==> src/logic/awic_map.svh <==
// Register offsets, field positions, reset values and timing counts of the wake-up block.
// Notes on behaviour
// - Powered device presents x, y, z samples
// - Rate code 7 gives 100 Hz wake rate
// - Duration register counts wake-rate cycles
// - Level register sets threshold, 1/16 g steps
// - Config 38 gives enabled, active-high pulse pin
// - C2 powers up and enables wake engine
// - Wake event sets status, cause bit, pin
// - Axis mask defaults to all directions
// - No bus answer for 30 ms
// - Samples valid only after start-up delay
// - Latch select: held level or short pulse
// - Polarity bit sets active pin level
// - Pin enable gates interrupt onto pin
// - Release read clears causes, flag, latched-mode pin
// - Event only after motion lasts duration
// - Pulse mode drops on return to inactive
// - Six direction masks gate wake events
`ifndef AWIC_MAP_SVH
`define AWIC_MAP_SVH

`define AWIC_CLK_HZ        50000000
`define AWIC_OFS_X_LO      8'h06
`define AWIC_OFS_CAUSE1    8'h16
`define AWIC_OFS_CAUSE2    8'h17
`define AWIC_OFS_STATUS    8'h18
`define AWIC_OFS_RELEASE   8'h1A
`define AWIC_OFS_MAIN      8'h1B
`define AWIC_OFS_RATE      8'h1D
`define AWIC_OFS_PINCFG    8'h1E
`define AWIC_OFS_MASK      8'h1F
`define AWIC_OFS_DURATION  8'h29
`define AWIC_OFS_LEVEL     8'h6A

`define AWIC_BIT_POWER     7
`define AWIC_BIT_RES       6
`define AWIC_BIT_WAKE_EN   1
`define AWIC_BIT_LATCH     3
`define AWIC_BIT_POL       4
`define AWIC_BIT_PIN_EN    5
`define AWIC_BIT_IRQ_FLAG  4
`define AWIC_BIT_WAKE_SRC  1

`define AWIC_RST_MAIN      8'h00
`define AWIC_RST_RATE      8'h00
`define AWIC_RST_PINCFG    8'h00
`define AWIC_RST_MASK      8'h3F
`define AWIC_RST_DURATION  8'h00
`define AWIC_RST_LEVEL     8'h00

`define AWIC_RATE_TOP_CODE 3'h7
`define AWIC_RATE_TOP_HZ   100
`define AWIC_PWRUP_MS      30
`define AWIC_START_LO_MS   2
`define AWIC_START_HI_MS   2
`define AWIC_PULSE_US      50
`define AWIC_LEVEL_SHIFT   6
`define AWIC_TICK_CYC      (`AWIC_CLK_HZ / `AWIC_RATE_TOP_HZ)
`define AWIC_PWRUP_CYC     (`AWIC_PWRUP_MS * (`AWIC_CLK_HZ / 1000))
`define AWIC_START_LO_CYC  (`AWIC_START_LO_MS * (`AWIC_CLK_HZ / 1000))
`define AWIC_START_HI_CYC  (`AWIC_START_HI_MS * (`AWIC_CLK_HZ / 1000))
`define AWIC_PULSE_CYC     (`AWIC_PULSE_US * (`AWIC_CLK_HZ / 1000000))

`endif

==> src/logic/awic_pkg.sv <==
// Types shared by the wake-up interrupt block.
package awic_pkg;
	// Phases of the serial register port.
	typedef enum logic [2:0] {
		SP_IDLE,
		SP_ADDR,
		SP_REG,
		SP_WDATA,
		SP_ACK,
		SP_RDATA,
		SP_MACK
	} awic_phase_e;

	typedef logic [7:0]  awic_byte_t;
	typedef logic [11:0] awic_sample_t;
endpackage : awic_pkg

==> src/logic/awic_wakeup_ctrl.sv <==
// Serial register port, wake-up motion engine and interrupt pin of the accelerometer.
`timescale 1ns/1ps
`include "awic_map.svh"

module awic_wakeup_ctrl #(
	parameter logic [6:0]  DEV_ADDR     = 7'h2A,               // Arbitrary bus address.
	parameter int unsigned PWRUP_CYC    = `AWIC_PWRUP_CYC,     // 30 ms after reset.
	parameter int unsigned START_LO_CYC = `AWIC_START_LO_CYC,  // Start-up at low resolution.
	parameter int unsigned START_HI_CYC = `AWIC_START_HI_CYC,  // Start-up at high resolution.
	parameter int unsigned TICK_CYC     = `AWIC_TICK_CYC       // One cycle of the 100 Hz rate.
) (
	input  wire logic                   clk,
	input  wire logic                   reset_n,
	input  wire logic                   scl_in,
	input  wire logic                   sda_in,
	output logic                        sda_out,
	output logic                        sda_oe_n,
	input  wire awic_pkg::awic_sample_t accel_x,
	input  wire awic_pkg::awic_sample_t accel_y,
	input  wire awic_pkg::awic_sample_t accel_z,
	output logic                        irq_pin
);
	import awic_pkg::*;

	localparam logic [11:0] PULSE_CYC = 12'(`AWIC_PULSE_CYC);  // Pin pulse width in cycles.

	// Two-stage synchronisers and one history stage for edge detection.
	logic [1:0]  scl_sync_q;            // Clock pin synchroniser.
	logic [1:0]  sda_sync_q;            // Data pin synchroniser.
	logic        scl_prev_q;            // Previous synchronised clock level.
	logic        sda_prev_q;            // Previous synchronised data level.
	logic        scl_s;                 // Synchronised clock.
	logic        sda_s;                 // Synchronised data.
	logic        scl_rise;              // Clock rising edge.
	logic        scl_fall;              // Clock falling edge.
	logic        bus_start;             // Start condition.
	logic        bus_stop;              // Stop condition.

	awic_phase_e phase_q;               // Serial port phase.
	awic_phase_e after_ack_q;           // Phase that follows our acknowledge.
	logic [3:0]  bit_q;                 // Bits moved in the current byte.
	awic_byte_t  shift_q;               // Byte shift register.
	awic_byte_t  ptr_q;                 // Register pointer.
	logic        sda_oe_n_q;            // Low while we pull the data line.
	logic        byte_wr;               // A data byte addressed to ptr_q is complete.
	logic        byte_ld;               // A read byte is fetched from ptr_q.
	logic        rel_rd;                // The release register is being read.
	awic_byte_t  rd_byte;               // Read multiplexer output.

	awic_byte_t  main_q;                // main_control.
	awic_byte_t  rate_q;                // wake_rate_control.
	awic_byte_t  pincfg_q;              // irq_pin_config.
	awic_byte_t  mask_q;                // axis_mask_reg.
	awic_byte_t  duration_q;            // motion_duration.
	awic_byte_t  level_q;               // motion_level.

	logic [20:0] pwr_cnt_q;             // Power-up wait counter.
	logic        ready_q;               // Serial port may answer.
	logic [31:0] start_cnt_q;           // Start-up delay counter.
	logic        valid_q;               // Samples are valid.
	awic_sample_t samp_q [3];           // Captured samples, x, y, z.
	awic_sample_t axis_in [3];          // Sample inputs as an array.

	logic [31:0] tick_cnt_q;            // Wake-rate divider.
	logic [31:0] tick_top;              // Divider period for the selected rate.
	logic        tick;                  // One pulse per wake-rate cycle.
	logic [5:0]  dir_hit;               // Directions above the threshold.
	logic [5:0]  dir_live;              // Unmasked directions above the threshold.
	logic        motion;                // Any unmasked direction moving.
	logic        engine_on;             // Engine is powered and enabled.
	logic [7:0]  run_cnt_q;             // Wake-rate cycles of continuous motion.
	logic        active_q;              // Engine is in the active state.
	logic        wake_event;            // Inactive to active transition.
	logic        wake_drop;             // Active to inactive transition.

	logic        irq_flag_q;            // Status interrupt flag.
	logic        wake_src_q;            // Wake source flag.
	logic [5:0]  cause_dir_q;           // Directions that caused the event.
	logic [11:0] pulse_cnt_q;           // Remaining pin pulse cycles.
	logic        pin_assert;            // Pin should show the active level.
	logic        irq_pin_q;             // Registered pin level.

	assign scl_s     = scl_sync_q[1];
	assign sda_s     = sda_sync_q[1];
	assign scl_rise  = scl_s & ~scl_prev_q;
	assign scl_fall  = ~scl_s & scl_prev_q;
	assign bus_start = scl_s & scl_prev_q & sda_prev_q & ~sda_s;
	assign bus_stop  = scl_s & scl_prev_q & ~sda_prev_q & sda_s;

	// Pins from the host pass two flip-flops; only the second stage is read further.
	always_ff @(posedge clk or negedge reset_n) begin
		if (!reset_n) begin
			scl_sync_q <= 2'h3;
			sda_sync_q <= 2'h3;
			scl_prev_q <= 1'b1;
			sda_prev_q <= 1'b1;
		end else begin
			scl_sync_q <= {scl_sync_q[0], scl_in};
			sda_sync_q <= {sda_sync_q[0], sda_in};
			scl_prev_q <= scl_s;
			sda_prev_q <= sda_s;
		end
	end

	// The port stays deaf until the power-up time has passed.
	always_ff @(posedge clk or negedge reset_n) begin
		if (!reset_n) begin
			pwr_cnt_q <= 21'h0;
			ready_q   <= 1'b0;
		end else if (!ready_q) begin
			pwr_cnt_q <= pwr_cnt_q + 21'h1;
			ready_q   <= (pwr_cnt_q >= 21'(PWRUP_CYC - 1));
		end
	end

	// Write and fetch strobes; start and stop abort whatever byte is in flight.
	assign byte_wr = scl_fall & ~bus_start & ~bus_stop & (phase_q == SP_WDATA) & (bit_q == 4'h8);
	assign byte_ld = scl_fall & ~bus_start & ~bus_stop &
		(((phase_q == SP_ACK) & (after_ack_q == SP_RDATA)) | (phase_q == SP_MACK));
	assign rel_rd  = byte_ld & (ptr_q == `AWIC_OFS_RELEASE);

	// Read multiplexer; unmapped addresses and the release register read as zero.
	always_comb begin
		rd_byte = 8'h00;
		case (ptr_q)
			`AWIC_OFS_X_LO:         rd_byte = {samp_q[0][3:0], 4'h0};
			`AWIC_OFS_X_LO + 8'h01: rd_byte = samp_q[0][11:4];
			`AWIC_OFS_X_LO + 8'h02: rd_byte = {samp_q[1][3:0], 4'h0};
			`AWIC_OFS_X_LO + 8'h03: rd_byte = samp_q[1][11:4];
			`AWIC_OFS_X_LO + 8'h04: rd_byte = {samp_q[2][3:0], 4'h0};
			`AWIC_OFS_X_LO + 8'h05: rd_byte = samp_q[2][11:4];
			`AWIC_OFS_CAUSE1:       rd_byte = {6'h00, wake_src_q, 1'b0};
			`AWIC_OFS_CAUSE2:       rd_byte = {2'h0, cause_dir_q};
			`AWIC_OFS_STATUS:       rd_byte = {3'h0, irq_flag_q, 4'h0};
			`AWIC_OFS_MAIN:         rd_byte = main_q;
			`AWIC_OFS_RATE:         rd_byte = rate_q;
			`AWIC_OFS_PINCFG:       rd_byte = pincfg_q;
			`AWIC_OFS_MASK:         rd_byte = mask_q;
			`AWIC_OFS_DURATION:     rd_byte = duration_q;
			`AWIC_OFS_LEVEL:        rd_byte = level_q;
			default:                rd_byte = 8'h00;
		endcase
	end

	// Serial slave: address byte, pointer byte, then data with auto-increment.
	always_ff @(posedge clk or negedge reset_n) begin
		if (!reset_n) begin
			phase_q     <= SP_IDLE;
			after_ack_q <= SP_IDLE;
			bit_q       <= 4'h0;
			shift_q     <= 8'h00;
			ptr_q       <= 8'h00;
			sda_oe_n_q  <= 1'b1;
		end else if (bus_start) begin
			phase_q    <= SP_ADDR;
			bit_q      <= 4'h0;
			sda_oe_n_q <= 1'b1;
		end else if (bus_stop) begin
			phase_q    <= SP_IDLE;
			sda_oe_n_q <= 1'b1;
		end else if (byte_ld) begin
			// Data changes only while the clock is low, so it is driven on the fall.
			shift_q    <= rd_byte;
			ptr_q      <= ptr_q + 8'h01;
			sda_oe_n_q <= rd_byte[7];
			bit_q      <= 4'h0;
			phase_q    <= SP_RDATA;
		end else begin
			case (phase_q)
				SP_ADDR, SP_REG, SP_WDATA: begin
					if (scl_rise && bit_q != 4'h8) begin
						shift_q <= {shift_q[6:0], sda_s};
						bit_q   <= bit_q + 4'h1;
					end else if (scl_fall && bit_q == 4'h8) begin
						bit_q      <= 4'h0;
						sda_oe_n_q <= 1'b0;
						phase_q    <= SP_ACK;
						if (phase_q == SP_ADDR) begin
							// A foreign address, or one before power-up, is not answered.
							if (shift_q[7:1] != DEV_ADDR || !ready_q) begin
								sda_oe_n_q <= 1'b1;
								phase_q    <= SP_IDLE;
							end
							after_ack_q <= shift_q[0] ? SP_RDATA : SP_REG;
						end else if (phase_q == SP_REG) begin
							ptr_q       <= shift_q;
							after_ack_q <= SP_WDATA;
						end else begin
							ptr_q       <= ptr_q + 8'h01;
							after_ack_q <= SP_WDATA;
						end
					end
				end
				SP_ACK: begin
					if (scl_fall) begin
						sda_oe_n_q <= 1'b1;
						bit_q      <= 4'h0;
						phase_q    <= after_ack_q;
					end
				end
				SP_RDATA: begin
					if (scl_rise) begin
						bit_q <= bit_q + 4'h1;
					end else if (scl_fall && bit_q == 4'h8) begin
						sda_oe_n_q <= 1'b1;
						phase_q    <= SP_MACK;
					end else if (scl_fall) begin
						shift_q    <= {shift_q[6:0], 1'b0};
						sda_oe_n_q <= shift_q[6];
					end
				end
				SP_MACK: begin
					// A not-acknowledge ends the read; the host then sends stop.
					if (scl_rise && sda_s) begin
						phase_q <= SP_IDLE;
					end
				end
				default: phase_q <= SP_IDLE;
			endcase
		end
	end

	// Writable registers; the axis mask resets to all directions enabled.
	always_ff @(posedge clk or negedge reset_n) begin
		if (!reset_n) begin
			main_q     <= `AWIC_RST_MAIN;
			rate_q     <= `AWIC_RST_RATE;
			pincfg_q   <= `AWIC_RST_PINCFG;
			mask_q     <= `AWIC_RST_MASK;
			duration_q <= `AWIC_RST_DURATION;
			level_q    <= `AWIC_RST_LEVEL;
		end else if (byte_wr) begin
			case (ptr_q)
				`AWIC_OFS_MAIN:     main_q     <= shift_q;
				`AWIC_OFS_RATE:     rate_q     <= shift_q;
				`AWIC_OFS_PINCFG:   pincfg_q   <= shift_q;
				`AWIC_OFS_MASK:     mask_q     <= {2'h0, shift_q[5:0]};
				`AWIC_OFS_DURATION: duration_q <= shift_q;
				`AWIC_OFS_LEVEL:    level_q    <= shift_q;
				default:            main_q     <= main_q;
			endcase
		end
	end

	// Start-up delay after power-on; the figure depends on the resolution.
	always_ff @(posedge clk or negedge reset_n) begin
		if (!reset_n) begin
			start_cnt_q <= 32'h0;
			valid_q     <= 1'b0;
		end else if (!main_q[`AWIC_BIT_POWER]) begin
			start_cnt_q <= 32'h0;
			valid_q     <= 1'b0;
		end else if (!valid_q) begin
			start_cnt_q <= start_cnt_q + 32'h1;
			valid_q     <= main_q[`AWIC_BIT_RES] ? (start_cnt_q >= START_HI_CYC - 1) :
				(start_cnt_q >= START_LO_CYC - 1);
		end
	end

	assign axis_in[0] = accel_x;
	assign axis_in[1] = accel_y;
	assign axis_in[2] = accel_z;

	// Per-axis capture and threshold test; the level counts sixteenths of a g.
	for (genvar i = 0; i < 3; i++) begin : g_axis
		logic signed [14:0] wide;
		logic signed [14:0] limit;
		assign wide  = {{3{axis_in[i][11]}}, axis_in[i]};
		assign limit = $signed({1'b0, level_q, 6'h00});
		assign dir_hit[5 - 2 * i] = (wide < -limit);
		assign dir_hit[4 - 2 * i] = (wide > limit);

		// Samples read as zero until the outputs are valid.
		always_ff @(posedge clk or negedge reset_n) begin
			if (!reset_n) begin
				samp_q[i] <= 12'h000;
			end else begin
				samp_q[i] <= valid_q ? axis_in[i] : 12'h000;
			end
		end
	end

	assign dir_live  = dir_hit & mask_q[5:0];
	assign motion    = |dir_live;
	assign engine_on = valid_q & main_q[`AWIC_BIT_WAKE_EN];
	// Each code step below the top halves the rate, so the divider doubles.
	assign tick_top  = TICK_CYC << (`AWIC_RATE_TOP_CODE - rate_q[2:0]);
	assign tick      = engine_on & (tick_cnt_q >= tick_top - 32'h1);

	// Wake-rate divider; it restarts whenever the engine is off.
	always_ff @(posedge clk or negedge reset_n) begin
		if (!reset_n) begin
			tick_cnt_q <= 32'h0;
		end else if (!engine_on || tick) begin
			tick_cnt_q <= 32'h0;
		end else begin
			tick_cnt_q <= tick_cnt_q + 32'h1;
		end
	end

	// Motion must persist for the programmed number of wake-rate cycles.
	assign wake_event = tick & motion & ~active_q & ({1'b0, run_cnt_q} + 9'h1 >= {1'b0, duration_q});
	assign wake_drop  = (tick & ~motion & active_q) | (~engine_on & active_q);

	always_ff @(posedge clk or negedge reset_n) begin
		if (!reset_n) begin
			run_cnt_q <= 8'h00;
			active_q  <= 1'b0;
		end else if (!engine_on || (tick && !motion)) begin
			run_cnt_q <= 8'h00;
			active_q  <= 1'b0;
		end else if (tick) begin
			run_cnt_q <= (run_cnt_q == 8'hFF) ? run_cnt_q : run_cnt_q + 8'h01;
			active_q  <= active_q | wake_event;
		end
	end

	// Sticky flags; a new event in the clearing cycle wins over the clear.
	always_ff @(posedge clk or negedge reset_n) begin
		if (!reset_n) begin
			irq_flag_q  <= 1'b0;
			wake_src_q  <= 1'b0;
			cause_dir_q <= 6'h00;
		end else if (wake_event) begin
			irq_flag_q  <= 1'b1;
			wake_src_q  <= 1'b1;
			cause_dir_q <= dir_live;
		end else if (rel_rd || (wake_drop && pincfg_q[`AWIC_BIT_LATCH])) begin
			irq_flag_q  <= 1'b0;
			wake_src_q  <= 1'b0;
			cause_dir_q <= 6'h00;
		end
	end

	// One fixed-width pulse per event in pulse mode.
	always_ff @(posedge clk or negedge reset_n) begin
		if (!reset_n) begin
			pulse_cnt_q <= 12'h000;
		end else if (wake_event && pincfg_q[`AWIC_BIT_LATCH]) begin
			pulse_cnt_q <= PULSE_CYC;
		end else if (pulse_cnt_q != 12'h000) begin
			pulse_cnt_q <= pulse_cnt_q - 12'h001;
		end
	end

	// Latched mode shows the flag; pulse mode shows the counter.
	assign pin_assert = pincfg_q[`AWIC_BIT_LATCH] ? (pulse_cnt_q != 12'h000) : irq_flag_q;

	// A disabled pin rests at its idle level, the inverse of the active level.
	always_ff @(posedge clk or negedge reset_n) begin
		if (!reset_n) begin
			irq_pin_q <= 1'b1;
		end else begin
			irq_pin_q <= ~((pin_assert & pincfg_q[`AWIC_BIT_PIN_EN]) ^ pincfg_q[`AWIC_BIT_POL]);
		end
	end

	assign sda_out  = 1'b0;
	assign sda_oe_n = sda_oe_n_q;
	assign irq_pin  = irq_pin_q;
endmodule : awic_wakeup_ctrl

==> config.mk <==
export PLATFORM = sky130hd
export DESIGN_NAME = awic_wakeup_ctrl
export DESIGN_NICKNAME = d
export VERILOG_FILES = /design/src/logic/awic_pkg.sv /design/src/logic/awic_wakeup_ctrl.sv
export VERILOG_INCLUDE_DIRS = /design/src /design/src/logic
export SDC_FILE = /design/constraint.sdc
export NUM_CORES = 1
export LEC_CHECK = 0
export BUFFER_PORTS_ARGS = -buffer_cell sky130_fd_sc_hd__buf_2
export CORE_MARGIN = 1.5
export CORE_UTILIZATION = 35
export CTS_CLUSTER_SIZE = 14
export DETAILED_ROUTE_END_ITERATION = 7
export SKIP_CTS_REPAIR_TIMING = 1
export SYNTH_ARGS = -nofsm -noshare
export SYNTH_HDL_FRONTEND = slang
export SYNTH_SLANG_ARGS = --single-unit
==> constraint.sdc <==
create_clock -name clk -period 5.05 [get_ports clk]
set_clock_uncertainty 0.05 [all_clocks]
set_input_delay 0.7575 -clock clk [delete_from_list [all_inputs] [get_ports clk]]
set_output_delay 0.7575 -clock clk [all_outputs]
set_load 0.02 [all_outputs]
==> run summary <==
After detailed placement, the design holds a cell count of 1977. The data arrival at the endpoint of the critical path is 4.86 ns. The routed wire length per instance is roughly 17 µm. Of the available clock period, the critical path in the final layout requires between 80 and 90%. The slowest stage of the critical path is the sky130_fd_sc_hd__o221ai_2 cell. Setup repair after global routing left no endpoint under its margin.

In this run the worst path has a maximum fanout of 7. Cells with a size suffix above 1 make up around 11% of the layout. The max-cap check violation count came out at 0. The count of nets left with antenna violations after detail routing is 0.

The run finished with clean final reports. The top cell types in the final layout, fill and taps aside, are sky130_fd_sc_hd__dfrtp_1, sky130_fd_sc_hd__nor2_1, sky130_fd_sc_hd__nand2_1. The die outline width came out at slightly above 200 µm. Dividing the synthesized area by the synthesized cell count gives 9.46 µm². The sum of routed wire segments on met1 came out at 16000 µm. The mapped netlist covers around 14000 µm². By startpoint and endpoint, the worst setup path is classified as register to register. The gate count after technology mapping is approximately 1500. At the pin with the least slew margin, the transition time is 0.967 ns. The most frequent standard cell in the layout excluding fill and tap cells is sky130_fd_sc_hd__dfrtp_1.

The worst min-delay path category is input pin to register. The full die area came out at slightly above 40000 µm². For the final routed database, the setup TNS stands at 0 ns.

By area the synthesized netlist is led by sky130_fd_sc_hd__dfrtp_1, sky130_fd_sc_hd__ha_1, sky130_fd_sc_hd__xnor2_1. The number of antenna violations at the first check in global routing is 0. The count of boundary I/O pins is between 40 and 50. TritonCTS built the clock tree. The global-route wire length before repair came out at 56400 µm. For this run the aggregate overflow at the end of global routing stands at 0. On the worst path, the slowest cell contributes a delay of 0.38 ns. The overall routing resource usage is between 15 and 20%. The total of flip-flops plus latches after synthesis came out at between 200 and 250.

The tree is rooted in a sky130_fd_sc_hd__clkbuf_16. The region available for standard cell placement spans approximately 40000 µm². The number of endpoints with negative hold slack in the final report came to 0.

The peak clock frequency supported by timing came out at roughly 0.22 GHz. Once detailed placement completed, the half-perimeter wirelength came to between 20000 and 25000 µm. The TritonCTS buffer count is 27. The height of the chip came out at 202 µm. The first-iteration detailed-routing DRC count came out at 715.

The count of distinct cell types in the synthesized netlist is 78. The first detailed-routing pass ran for 5 iterations. The data required time at the worst endpoint is approximately 5.4 ns. The kind of start point of the critical path is a register. The clock-pin slew on the worst setup and hold paths is ~0.060 ns. The total of endpoints with negative setup slack in the final report came out at 0. The starting utilization of the core area is 35.7%.

The total number of vias is about 11000. The synthesis warning total came out at 0. The number of inserted diodes is 0.

The worst slew slack as a fraction of its limit came out at 35.6%. The maximum clock path buffer count is 3. The dominant cell type by area after synthesis is sky130_fd_sc_hd__dfrtp_1.

The amount of wire on met3 after detailed routing came out at ~1700 µm. The number of cell rows is 72. The final layout contains routed wiring with a total length of between 30000 and 40000 µm. For this run, the post-layout net count is between 1500 and 2000. The detailed-route vias per instance came out at about 5.4.

The top-area cell type share of the netlist area is approximately two fifths. The count of input and output buffers is 41. The area overhead of the layout relative to synthesis came out at 11.9%. Entering global routing, the biggest net connects about 130 pins.

The critical path goes through inv_1 -> ha_1 -> or2_2 -> o21ai_0 -> a21boi_1 -> o21ai_0 -> o21ai_0 -> nand2_1 -> o41ai_1 -> ha_1 -> nand4_1 -> nor4_1 -> o21ai_0 -> o221ai_2 -> o41ai_1 -> a31oi_2 -> o21ai_0. The number of flops mapped to enable cells by yosys is 0. Summed over all cells, the static leakage comes to roughly 6.7 nW. The final cell count without fillers came out at about 2000. The number of H-tree levels came out at 1. In the synthesized netlist the dominant register cell turns out to be sky130_fd_sc_hd__dfrtp_1. The clock period minus final worst setup slack came out at 4.52 ns. The cell occurring most often along the worst timing path is sky130_fd_sc_hd__o21ai_0. In this run the power density over the cells is between 200 and 300 nW/µm².

At the end of routability-driven placement, the weighted congestion stood at around 0.92. The async set or reset register ratio after synthesis came out at 100%. The DRC violations left came out at 0.

The number of clock sinks seen by CTS came out at 231. The via count of the first global-routing pass came out at 10740. The highest ir drop seen on vdd is ~0.22 mV.

The final-report max-slew violation count came out at 0. The proportion of synthesized chip area in sequential cells is 41.7%. Routed signal wires occupy layers up through met4.

The worst setup path is captured at a register. The latest clock arrival within the worst-skew pair came out at ~0.53 ns. The met2 layer wire length in the routed design came out at between 15000 and 20000 µm.
==> cells in the mapped netlist (all sizes together) (17+ instances only) <==
cell type,count
inv,53
o21ai,86
nor2,132
mux2,33
dfrtp,217
nor3,27
nand4,34
nand3,47
xnor2,68
xor2,37
clkbuf,59
a21oi,62
nor4,17
ha,109
and3,28
and2,71
nand2,117
==> sequential cells by signal, indices dropped and copies added, names as in the netlist, 12 cells and up <==
signal / count
pulse_cnt_q: 12
pwr_cnt_q: 21
samp_q: 36
start_cnt_q: 32
tick_cnt_q: 32
==> area by class of cell <==
cell class,count,area (µm²)
clock buffers,35,746
well taps,518,648
clock inverters,14,185
inverters,53,199
multi-input cells,1123,7660
flip-flops and latches,231,5800
repair buffers,52,310
fillers,3863,23400
==> power breakdown <==
group	total (W)	internal [W]	switching (W)
clock	0.00202	0.00124	0.000778
combinational	0.000197	0.0000795	0.000118
sequential	0.00200	0.00189	0.000117
total	0.00422	0.00321	0.00101
==> cell families (layout without fill, tap and decap cells) <==
logic type               count (synthesis)  in the layout  share of synthesized area [%]
XOR/XNOR                               105            105                           6.62
AND/OR/NAND/NOR                        559            559                           20.7
other                                    2              7                         0.0540
flip-flops                             231            231                           41.7
buffers and inverters                  120            154                           3.40
multiplexers                            37             37                           2.96
adder cells (fa/ha/maj)                110            110                           9.88
AO/OA/AOI/OAI                          305            305                           14.6
==> path summary, 6_finish.rpt <==
kind                                         start                         end  slack, ns  cells past startpoint
setup / recovery             rate_q[1]$_DFFE_PN0P_  cause_dir_q[5]$_DFFE_PN0P_       0.53                     17
hold / removal                              sda_in     sda_sync_q[0]$_DFF_PN1_       0.27                      1
setup reg to reg             rate_q[1]$_DFFE_PN0P_  cause_dir_q[5]$_DFFE_PN0P_       0.53                     17
hold reg to reg            sda_sync_q[0]$_DFF_PN1_     sda_sync_q[1]$_DFF_PN1_       0.31                      0
max in group asynchronous                  reset_n        samp_q[29]$_DFF_PN0_       3.54                      2
min in group asynchronous                  reset_n   pwr_cnt_q[14]$_DFFE_PN0N_       0.29                      1
==> stage by stage <==
| step | area [µm²] | hold slack, ns | power [W] | utilization (%) | setup WS, ns |
|---|---|---|---|---|---|
| floorplan | 13900 | 0.295 | 0.00209 | - | 0.304 |
| global placement | 14600 | 0.297 | 0.00223 | 37.5 | 0.448 |
| detailed placement | 14600 | 0.298 | 0.00223 | 37.5 | 0.197 |
| CTS | 15500 | 0.244 | 0.00428 | 39.9 | 0.150 |
| global route | 15500 | 0.239 | 0.00440 | 40.0 | 0.0122 |
| finish | 15500 | 0.274 | 0.00422 | 40.0 | 0.525 |
==> metal layers <==
layer,track usage [%],vias to the layer above
li1,-,5303
met1,23.6,5314
met2,26.3,260
met3,2.23,64
met4,5.48,0
met5,0,-
==> critical path, delay by kind of cell (launching register included) <==
| kind | cells | cell delay [ns] |
|---|---|---|
| AO/OA/AOI/OAI | 10 | 2.46 |
| flip-flops | 1 | 0.37 |
| adder cells (fa/ha/maj) | 2 | 0.47 |
| buffers and inverters | 1 | 0.15 |
| AND/OR/NAND/NOR | 4 | 0.89 |
Note: power is estimated with default switching activity, not from simulation.
